`config.mk`:
```
export PLATFORM = sky130hd
export DESIGN_NAME = rft_frame_timer
export DESIGN_NICKNAME = d
export VERILOG_FILES = /design/src/hw/rft_pkg.sv /design/src/hw/rft_tick_if.sv /design/src/hw/rft_prescaler.sv /design/src/hw/rft_frame_timer.sv
export VERILOG_INCLUDE_DIRS = /design/src /design/src/hw
export SDC_FILE = /design/constraint.sdc
export NUM_CORES = 1
export LEC_CHECK = 0
export ABC_AREA = 0
export BUFFER_PORTS_ARGS = -buffer_cell sky130_fd_sc_hd__buf_4
export CAP_MARGIN = 20
export CORE_MARGIN = 5
export CORE_UTILIZATION = 60
export DETAILED_ROUTE_END_ITERATION = 8
export PLACE_DENSITY = 0.91
export SKIP_LAST_GASP = 1
export SLEW_MARGIN = 20
export SYNTH_ARGS = -nofsm -noshare
export SYNTH_HDL_FRONTEND = slang
export SYNTH_SLANG_ARGS = --single-unit
```
`constraint.sdc`:
```
create_clock -name clk_sys -period 4.3 [get_ports clk_sys]
set_input_delay 0.645 -clock clk_sys [delete_from_list [all_inputs] [get_ports clk_sys]]
set_output_delay 0.645 -clock clk_sys [all_outputs]
set_load 0.1 [all_outputs]
```
`src/hw/rft_params.svh`:
```
// Register map, reset values, field positions and timing constants of the frame timer
`ifndef RFT_PARAMS_SVH
`define RFT_PARAMS_SVH

// ----------------------------------------
// Register offsets
// ----------------------------------------
`define RFT_ADDR_CLOCK 8'h2a
`define RFT_ADDR_CONTROL 8'h2b
`define RFT_ADDR_RELOAD 8'h2c
`define RFT_ADDR_STATUS 8'h2d
`define RFT_ADDR_MASK 8'h2e
`define RFT_ADDR_COUNT 8'h2f

// ----------------------------------------
// Reset values
// ----------------------------------------
`define RFT_RST_CLOCK 8'h07
`define RFT_RST_CONTROL 8'h06
`define RFT_RST_RELOAD 8'h0a
`define RFT_RST_MASK 8'h00

// ----------------------------------------
// Field positions
// ----------------------------------------
`define RFT_BIT_AUTO 5
`define RFT_EXP_HI 4
`define RFT_EXP_LO 0
`define RFT_BIT_HALT_DONE 3
`define RFT_BIT_HALT_FIRST 2
`define RFT_BIT_RUN_DONE 1
`define RFT_BIT_RUN_FIRST 0
`define RFT_BIT_EXPIRED 0
`define RFT_EXP_MAX 5'h15

// ----------------------------------------
// Reference clock
// ----------------------------------------
`define RFT_REF_KHZ 13560

`endif

```
`src/hw/rft_pkg.sv`:
```
// Types shared by the frame timer modules
package rft_pkg;
   typedef logic [7:0] rft_byte_type;
   typedef logic [4:0] rft_exp_type;
   typedef enum logic {RFT_IDLE, RFT_RUN} rft_state_type;
endpackage

```
`src/hw/rft_tick_if.sv`:
```
// Interface between the countdown core and its prescaler
`timescale 1ns/1ps
interface rft_tick_if;
   import rft_pkg::*;
   rft_exp_type exponent;
   logic restart;
   logic tick;
   modport core (output exponent, output restart, input tick);
   modport gen (input exponent, input restart, output tick);
endinterface

```
`src/hw/rft_prescaler.sv`:
```
// Power-of-two prescaler producing one-cycle timer ticks from the reference enable
`timescale 1ns/1ps
`include "rft_params.svh"
module rft_prescaler #(
   parameter int DIV_WIDTH = 22
) (
   input wire logic clk_sys,
   input wire logic reset_n,
   input wire logic ref_tick,
   rft_tick_if.gen tk
);
   import rft_pkg::*;

   // Refused at elaboration: a narrower divider cannot reach the largest exponent
   if (DIV_WIDTH <= `RFT_EXP_MAX) begin : g_width_check
      $error("rft_prescaler: DIV_WIDTH must cover exponent 21");
   end

   logic [DIV_WIDTH-1:0] div_reg;
   logic [DIV_WIDTH-1:0] div_next;
   logic [DIV_WIDTH-1:0] mask;

   // Tick after 2**exponent reference edges; exponent 0 passes every edge
   assign mask = (DIV_WIDTH'(1) << tk.exponent) - DIV_WIDTH'(1);
   assign div_next = div_reg + DIV_WIDTH'(1);

   always_ff @(posedge clk_sys or negedge reset_n) begin
      if (!reset_n) begin
         div_reg <= '0;
      end else if (tk.restart) begin
         div_reg <= '0;
      end else if (ref_tick) begin
         div_reg <= div_next & mask;
      end
   end

   assign tk.tick = ref_tick && ((div_reg & mask) == mask);

endmodule

```
`src/hw/rft_frame_timer.sv`:
```
// Frame timer: registers, start/stop logic, countdown and interrupt
`timescale 1ns/1ps
`include "rft_params.svh"

// Summary of operation
// - With auto-reload on, the counter reloads the reload value at zero and keeps running.
// - With auto-reload off, the counter stops at zero and sets the expired flag.
// - The divider exponent is valid from 0 to 21 and every value in that range works.
// - Tick rate is the 13.56 MHz reference divided by two to the exponent.
// - With halt-on-receive-done set, reception end stops the counter, else no effect.
// - With halt-on-first-received-bit set, the first valid bit stops the counter.
// - With run-on-transmit-done set, transmission end starts the counter.
// - With run-on-first-sent-bit set, the first transmitted bit starts the counter.
// - A start while running restarts the count from the reload value.
// - Every start loads the 8-bit reload value as the initial count.
// - Writing the reload register does not disturb a running count.
// - A reload value of zero makes every start event be ignored.
module rft_frame_timer (
   input wire logic clk_sys,
   input wire logic reset_n,
   input wire logic ref_tick,
   input wire logic tx_first_bit,
   input wire logic tx_done,
   input wire logic rx_first_bit,
   input wire logic rx_done,
   input wire logic [7:0] reg_addr,
   input wire logic [7:0] reg_wdata,
   input wire logic reg_write,
   input wire logic reg_read,
   output logic [7:0] reg_rdata,
   output logic timer_running,
   output logic irq
);
   import rft_pkg::*;

   // ----------------------------------------
   // Registers
   // ----------------------------------------
   rft_byte_type clock_reg;
   rft_byte_type control_reg;
   rft_byte_type reload_reg;
   rft_byte_type mask_reg;
   logic countdown_expired_flag_reg;
   rft_byte_type count_reg;
   rft_state_type state_reg;
   rft_byte_type rdata_reg;

   logic auto_reload_enable;
   rft_exp_type tick_divider_exponent;
   logic halt_on_receive_done;
   logic halt_on_first_received_bit;
   logic run_on_transmit_done;
   logic run_on_first_sent_bit;
   logic start_evt;
   logic stop_evt;
   logic start_ok;
   logic expire_evt;
   logic tick;

   function automatic logic hit(input logic [7:0] a, input logic [7:0] off);
      hit = (a == off);
   endfunction

   assign auto_reload_enable = clock_reg[`RFT_BIT_AUTO];
   assign tick_divider_exponent = clock_reg[`RFT_EXP_HI:`RFT_EXP_LO];
   assign halt_on_receive_done = control_reg[`RFT_BIT_HALT_DONE];
   assign halt_on_first_received_bit = control_reg[`RFT_BIT_HALT_FIRST];
   assign run_on_transmit_done = control_reg[`RFT_BIT_RUN_DONE];
   assign run_on_first_sent_bit = control_reg[`RFT_BIT_RUN_FIRST];

   // ----------------------------------------
   // Prescaler
   // ----------------------------------------
   rft_tick_if tk_if ();
   // Exponents above 21 are clamped so the divider never overruns its width
   assign tk_if.exponent = (tick_divider_exponent > `RFT_EXP_MAX) ? `RFT_EXP_MAX
                           : tick_divider_exponent;
   assign tk_if.restart = start_ok;
   assign tick = tk_if.tick;

   rft_prescaler #(.DIV_WIDTH(22)) u_prescaler (
      .clk_sys(clk_sys),
      .reset_n(reset_n),
      .ref_tick(ref_tick),
      .tk(tk_if.gen)
   );

   // ----------------------------------------
   // Start and stop events
   // ----------------------------------------
   assign start_evt = (run_on_transmit_done && tx_done)
                      || (run_on_first_sent_bit && tx_first_bit);
   assign stop_evt = (halt_on_receive_done && rx_done)
                     || (halt_on_first_received_bit && rx_first_bit);
   assign start_ok = start_evt && (reload_reg != 8'h00);
   assign expire_evt = (state_reg == RFT_RUN) && tick && (count_reg == 8'h01)
                       && !start_ok && !stop_evt && !auto_reload_enable;

   // ----------------------------------------
   // Register writes
   // ----------------------------------------
   always_ff @(posedge clk_sys or negedge reset_n) begin
      if (!reset_n) begin
         clock_reg <= `RFT_RST_CLOCK;
         control_reg <= `RFT_RST_CONTROL;
         reload_reg <= `RFT_RST_RELOAD;
         mask_reg <= `RFT_RST_MASK;
      end else if (reg_write) begin
         if (hit(reg_addr, `RFT_ADDR_CLOCK)) begin
            clock_reg <= reg_wdata;
         end
         if (hit(reg_addr, `RFT_ADDR_CONTROL)) begin
            control_reg <= reg_wdata;
         end
         // Only the register changes; the count picks it up at the next start or auto-reload
         if (hit(reg_addr, `RFT_ADDR_RELOAD)) begin
            reload_reg <= reg_wdata;
         end
         if (hit(reg_addr, `RFT_ADDR_MASK)) begin
            mask_reg <= reg_wdata;
         end
      end
   end

   // ----------------------------------------
   // Countdown
   // ----------------------------------------
   always_ff @(posedge clk_sys or negedge reset_n) begin
      if (!reset_n) begin
         state_reg <= RFT_IDLE;
         count_reg <= 8'h00;
      end else begin
         case (state_reg)
            RFT_IDLE: begin
               if (start_ok) begin
                  state_reg <= RFT_RUN;
                  count_reg <= reload_reg;
               end
            end
            RFT_RUN: begin
               // A start beats a stop in the same cycle, so a fresh frame is never lost
               if (start_ok) begin
                  count_reg <= reload_reg;
               end else if (stop_evt) begin
                  state_reg <= RFT_IDLE;
               end else if (tick) begin
                  if (count_reg == 8'h01) begin
                     if (auto_reload_enable) begin
                        count_reg <= reload_reg;
                     end else begin
                        count_reg <= 8'h00;
                        state_reg <= RFT_IDLE;
                     end
                  end else begin
                     count_reg <= count_reg - 8'h01;
                  end
               end
            end
            default: begin
               state_reg <= RFT_IDLE;
            end
         endcase
      end
   end

   // ----------------------------------------
   // Interrupt status
   // ----------------------------------------
   always_ff @(posedge clk_sys or negedge reset_n) begin
      if (!reset_n) begin
         countdown_expired_flag_reg <= 1'b0;
      end else if (expire_evt) begin
         countdown_expired_flag_reg <= 1'b1;
      end else if (reg_write && hit(reg_addr, `RFT_ADDR_STATUS)
                   && reg_wdata[`RFT_BIT_EXPIRED]) begin
         countdown_expired_flag_reg <= 1'b0;
      end
   end

   assign irq = countdown_expired_flag_reg && mask_reg[`RFT_BIT_EXPIRED];
   assign timer_running = (state_reg == RFT_RUN);

   // ----------------------------------------
   // Register reads
   // ----------------------------------------
   always_ff @(posedge clk_sys or negedge reset_n) begin
      if (!reset_n) begin
         rdata_reg <= 8'h00;
      end else if (reg_read) begin
         if (hit(reg_addr, `RFT_ADDR_CLOCK)) begin
            rdata_reg <= clock_reg;
         end else if (hit(reg_addr, `RFT_ADDR_CONTROL)) begin
            rdata_reg <= control_reg;
         end else if (hit(reg_addr, `RFT_ADDR_RELOAD)) begin
            rdata_reg <= reload_reg;
         end else if (hit(reg_addr, `RFT_ADDR_STATUS)) begin
            rdata_reg <= {7'h00, countdown_expired_flag_reg};
         end else if (hit(reg_addr, `RFT_ADDR_MASK)) begin
            rdata_reg <= mask_reg;
         end else if (hit(reg_addr, `RFT_ADDR_COUNT)) begin
            rdata_reg <= count_reg;
         end else begin
            rdata_reg <= 8'h00;
         end
      end else begin
         rdata_reg <= 8'h00;
      end
   end

   assign reg_rdata = rdata_reg;
endmodule

```
==> Word level (Yosys, flattened, before mapping) <==
Index checks and enable logic that the tools add are counted.
{ "op_classes": {"shift": 1, "order_cmp": 1, "n_mul": 0, "n_div": 0, "n_mux": 26, "n_eq_ne": 11, "addsub": 3, "bitwise": 3, "reduce_logical": 27} }
{ "op_table": {"columns": ["cell", "count"], "rows": [
  ["two-way mux 8 bit", 13],
  ["equality test 8 x 6 -> 1 bit (second input constant)", 6],
  ["AND 22 bit", 2],
  ["two-way mux 22 bit", 2],
  ["adder 22 x 1 -> 22 bit (second input constant)", 1],
  ["equality test 22 bit", 1],
  ["<< shifter 1 x 5 -> 22 bit (first input constant)", 1],
  ["subtractor 22 x 2 -> 22 bit (second input constant)", 1],
  ["case mux 8 bit (2 select lines)", 1],
  ["logical AND 1 bit", 14],
  ["equality test 8 x 1 -> 1 bit (second input constant)", 1],
  ["two-way mux 1 bit", 8],
  ["AND reduction 2 bit", 4],
  ["nonzero test 8 bit", 1],
  ["subtractor 8 x 1 -> 8 bit (second input constant)", 1],
  ["greater-than comparator 5 bit (second input constant)", 1],
  ["two-way mux 5 bit", 1],
  ["nonzero test 2 bit", 2],
  ["zero test 1 bit", 3],
  ["inequality test 3 x 1 -> 1 bit (second input constant)", 1],
  ["inequality test 3 x 2 -> 1 bit (second input constant)", 1],
  ["AND reduction 3 bit", 1],
  ["logical OR 1 bit", 2],
  ["inequality test 2 bit (second input constant)", 1],
  ["other kinds (2)", 2]
]} }
{ "word_totals": {"rom_bits": 0, "mem_bits_rw": 0, "regBits": 72, "word_cells": 81, "latch_bits": 0, "in_bits": 25, "mem_count": 0, "out_inout_bits": 10} }

==> Longest topological paths before layout <==
{ "depth": {"depth_word": 13, "depth_mapped": 13, "ltp_nobuf": 10} }

==> Cells and area by module <==
A second synthesis with hierarchy kept.
{ "unflattened": {"cells_unflattened": 505, "area_unflattened_um2": 4570.6} }
{ "by_module_without_submodules": {"columns": ["mod", "n_inst", "cells_per_inst", "seq_area_each_um2", "area_each_um2"], "rows": [
  ["rft_frame_timer", 1, 232, 1260.0, 2502.4],
  ["rft_prescaler", 1, 273, 550.5, 2068.2]
]} }

==> Least setup slack after synthesis <==
OpenSTA, ideal clock, no wires.
{ "synth_timing": {"path_kind": "reg-to-reg", "from": "register clock_reg[1]", "to": "register count_reg[4]", "synth_period_minus_slack_ps": 3269, "slack_ps": 1031, "setup_ps": 125, "t_required_ps": 4175, "path_stages_with_launch": 14, "n_path_buf": 3, "t_arrival_ps": 3144, "cell_sequence": "dfstp_2 clkbuf_1 nor3_2 nand3_1 ha_1 clkbuf_1 clkbuf_1 nor2_1 a31oi_1 nor3_1 a2111oi_2 nand4_4 o21ai_4 mux2_4"} }
{ "synth_via": {"elab_chain_cells": 9} }
{ "synth_rtl": {"columns": ["element", "line", "rtl"], "rows": [
  ["from (decl)", "rft_frame_timer.sv:39", "rft_byte_type clock_reg;"],
  ["from (signal assigned)", "rft_frame_timer.sv:104", "clock_reg <= `RFT_RST_CLOCK;"],
  ["from (signal assigned)", "rft_frame_timer.sv:110", "clock_reg <= reg_wdata;"],
  ["greater-than comparator 5 bit (no source line)", null, null],
  ["two-way mux 5 bit *", "rft_frame_timer.sv:76", "assign tk_if.exponent = (tick_divider_exponent > `RFT_EXP_MAX) ? `RFT_EXP_MAX"],
  ["<< shifter 1 x 5 -> 22 bit *", "rft_prescaler.sv:24", "assign mask = (DIV_WIDTH'(1) << tk.exponent) - DIV_WIDTH'(1);"],
  ["subtractor 22 x 2 -> 22 bit *", "rft_prescaler.sv:24", null],
  ["AND 22 bit", "rft_prescaler.sv:37", "assign tk.tick = ref_tick && ((div_reg & mask) == mask);"],
  ["equality test 22 bit *", "rft_prescaler.sv:37", null],
  ["logical AND 1 bit *", "rft_prescaler.sv:37", null],
  ["inequality test 3 x 1 -> 1 bit (no source line) *", null, null],
  ["AND reduction 3 bit (no source line) *", null, null],
  ["to (signal assigned)", "rft_frame_timer.sv:137", "count_reg <= reload_reg;"],
  ["to (signal assigned)", "rft_frame_timer.sv:143", "count_reg <= reload_reg;"],
  ["to (signal assigned)", "rft_frame_timer.sv:149", "count_reg <= reload_reg;"],
  ["to (decl)", "rft_frame_timer.sv:44", "rft_byte_type count_reg;"]
]} }
Every way passes the cells marked *; elsewhere a longest branch is shown, timed or not.
A chain may end at the register's enable or synchronous reset.

==> Final worst setup path <==
{ "layout_timing": {"from": "register clock_reg[1]", "to": "register count_reg[6]"} }
The elaborated chain is that of the path after synthesis.

==> metrics.md <==
| Metric | Value |
|---|---|
| Status | completed |
| Combinational share of power | between 20% and 30% |
| DRT Pass-1 Iters | 5 |
| Placed Instances | ~590 |
| Unrepaired setup endpoints after global routing | false |
| Clk buf depth | 2 |
| Sequential power share | between 40% and 50% |
| Setup CP Type | flop to flop |
| Post-CTS Setup Inserts | 0 |
| R2R Path Start | clock_reg[1]$_DFFE_PN1P_ |
| Slack of the critical path | between 0.5 and 0.6 ns |
| Synth area leader | dfrtp_1 |
| Leak pwr | ~0.0021 uW |
| Required time worst endpoint | around 4.5 ns |
| Ordered cell list for the critical path | nor3_2 -> nand3_1 -> ha_1 -> inv_1 -> xnor2_1 -> a2111o_1 -> nor4_4 -> nand4_4 -> o21ai_4 -> mux2_4 |
| Minimum clock period | around 3.7 ns |
| TritonCTS Buffers | 9 |
| Fraction of registers with async set/reset | between 90% and 100% |
| Least-Margin Pin Slew | a little under 0.9 ns |
| Post-Route WL | around 12 mm |
| GRT Overall Usage | around 29% |
| Initial Util | 61.0% |
| R2r setup slk | just under 0.6 ns |
| Worst R2R End | count_reg[6]$_DFFE_PN0P_ |
| Final setup vio count | 0 |
| # clock sinks | 71 |
| R2R depth | 10 |
| Commonest non-fill, non-tap cell in the layout | dfrtp_1 |
| Fmax | approximately 0.27 GHz |
| Period utilization | a little under nine tenths |
| Clock share of power | 32.3% |
| Post-synth top area share | between 30% and 40% |
| Synth Flop Type | dfrtp_1 |
| Core footprint | 7210 um^2 |
| Critical path's largest stage delay | 0.81 ns |
| Largest net degree at the start of global routing | a little over 70 |
| Share of cells above drive strength 1 | 22.0% |
| Layout Nets | 534 |
| Non-Filler Instances | approximately 600 |
| Die Wd | 95.7 um |
| Antenna violations before repair | 0 |
| Arrival time at the worst endpoint | roughly 4.0 ns |
| Fin Setup TNS | 0 ns |
| Cts repair resizes | 0 |
| Pint | ~1100 uW |
| Seq cells post-synth | between 70 and 80 |
| DRC | 0 |
| Register area share after synthesis | 40.6% |
| Die ar. | 9150 um^2 |
| Avg Synthesized Cell Area | 9.19 um^2 |
| Worst skew pair latency | 0.36 ns |
| CTS Hold Buffers Added | 0 |
| Row cnt | 31 |
| Antenna Violating Nets Remaining | 0 |
| Worst Clk Skew | approximately 0.013 ns |
| Relative slew slack | between 40% and 50% |
| Endpoint class of the critical path | flop |
| GRT overflow | 0 |
| CTS tree | built |
| Final Hold Vio Count | 0 |
| VDD IR max | 0.000287 V |
| Highest-count cells in the layout ignoring fill and taps | 64 x dfrtp_1, 47 x nand2_1, 38 x o21ai_0, 38 x a21oi_1, 38 x buf_4 |
| Synth cell types | 64 |
| Total power | about 1700 uW |
| Routability cong. | 0.954 |
| P per Cell Area | around 340 nW/um^2 |
| Yosys warns | 0 |
| Number of port buffers | 34 |
| Number of global-route vias before repair | between 4000 and 5000 |
| Mapped Area | between 4000 and 5000 um^2 |
| H-Tree Depth | 3 |
| Max-cap check violation count | 0 |
| DP HPWL | about 8.6 mm |
| Mapped Nets | just over 500 |
| Critical path's slowest cell | dfstp_2 |
| Pre-CTS setup slack | between 0.6 and 0.7 ns |
| P&R area growth vs syn | 11.7% |
| Syn Inst Count | roughly 480 |
| N_diodes | 0 |
| Routed WL per cell | between 20 and 25 um |
| Vias per cell | ~6.7 |
| Max reg flops | 21 |
| Setup crit start kind | flop |
| DR iter-0 viols | around 300 |
| Largest cells by area after synthesis | dfrtp_1 36%, mux2_2 8.4%, a21oi_1 4.4% |
| Switching Share | 36.3% |
| Die H | approximately 96 um |
| Num ports | 35 |
| Net Sw Power | around 610 uW |
| EDFF count, synth | 0 |
| Via count | roughly 4000 |
| CTS clk-pin slew, worst paths | 0.10 ns |
| Global-route wire length before repair | roughly 21 mm |
| Path type of the worst min-delay path | input pin to async pin |
| Max Slew Vio Count | 0 |
| Worst-path maximum fanout | 23 |
| CTS root buf | clkbuf_8 |
## metrics by stage
stage,utilization [%],instance area [um^2],hold WS [ns]
2_1_floorplan,-,4400,0.349
3_3_place_gp,65.5,4730,0.488
3_5_place_dp,65.5,4730,0.500
4_1_cts,68.2,4920,0.428
5_1_grt,68.2,4920,0.482
6_report,68.2,4920,0.397
## metal layers
layer | GRT usage, % | vias up | share of wire, %
met5 | 0 | - | 0
met2 | 50.0 | 225 | 51
met3 | 4.10 | 45 | 6.7
met1 | 36.2 | 1954 | 38
met4 | 14.9 | 0 | 3.9
li1 | - | 1837 | -
## logic make-up (layout without fill, tap and decap cells)
family / count (synthesis) / after routing / share of synthesized area [%]
simple gates: 183 / 183 / 23.2
buf+inv: 34 / 65 / 2.98
fa+ha+maj: 4 / 4 / 1.14
compound gates: 136 / 136 / 19.5
mux: 47 / 47 / 11.9
flops: 71 / 71 / 40.6
xor+xnor: 4 / 4 / 0.796
## cells in the mapped netlist (all sizes together) (2+ instances only)
library cell / instances
ha: 4
mux2: 35
nor3: 14
xnor2: 3
nor3b: 5
or2: 3
o311ai: 4
a22oi: 14
a2111o: 2
clkbuf: 18
a21oi: 39
dfstp: 7
or3: 4
a31oi: 9
mux2i: 12
buf: 5
nand4: 4
dfrtp: 64
nor4b: 5
a21boi: 8
nand2b: 5
nor2: 34
or4b: 2
nand2: 47
nand3: 17
and3: 13
nand3b: 4
inv: 11
a2111oi: 2
o21a: 2
nor2b: 2
o21ai: 40
and2: 7
o221ai: 3
and4: 5
nor4: 10
o211ai: 3
## worst max-delay path, delay by kind of cell, from the launching register on
| kind | cells | cell delay (ns) |
|---|---|---|
| AO/OA/AOI/OAI | 2 | 0.75 |
| XOR/XNOR | 1 | 0.20 |
| adder cells (fa/ha/maj) | 1 | 0.48 |
| buffers and inverters | 1 | 0.20 |
| flip-flops | 1 | 0.81 |
| multiplexers | 1 | 0.33 |
| AND/OR/NAND/NOR | 4 | 0.82 |
## power by group through the flow
stage	combinational, uW	clock (uW)	sequential [uW]
floorplan	254	0	765
CTS	381	545	750
finish	385	544	753
global route	422	575	756
global placement	366	0	760
detailed placement	376	0	763
## area by class of cell
cell class / instances / area, um^2
inverters: 11 / 41.3
fillers: 582 / 2300
well taps: 99 / 124
multi-input cells: 374 / 2490
flip-flops and latches: 71 / 1790
clock buffers: 9 / 124
repair buffers: 38 / 285
clock inverters: 7 / 68.8
## worst max path at each step
stage	to	cells after the start	from	slack, ns
finish	count_reg[6]$_DFFE_PN0P_	10	clock_reg[1]$_DFFE_PN1P_	0.59
global route	count_reg[6]$_DFFE_PN0P_	10	clock_reg[1]$_DFFE_PN1P_	0.36
CTS	count_reg[6]$_DFFE_PN0P_	10	clock_reg[1]$_DFFE_PN1P_	0.67
detailed placement	count_reg[6]$_DFFE_PN0P_	10	clock_reg[1]$_DFFE_PN1P_	0.70
global placement	count_reg[4]$_DFFE_PN0P_	10	clock_reg[1]$_DFFE_PN1P_	0.77
floorplan	count_reg[4]$_DFFE_PN0P_	13	clock_reg[1]$_DFFE_PN1P_	1.03
(Power assumes the default switching activity.)
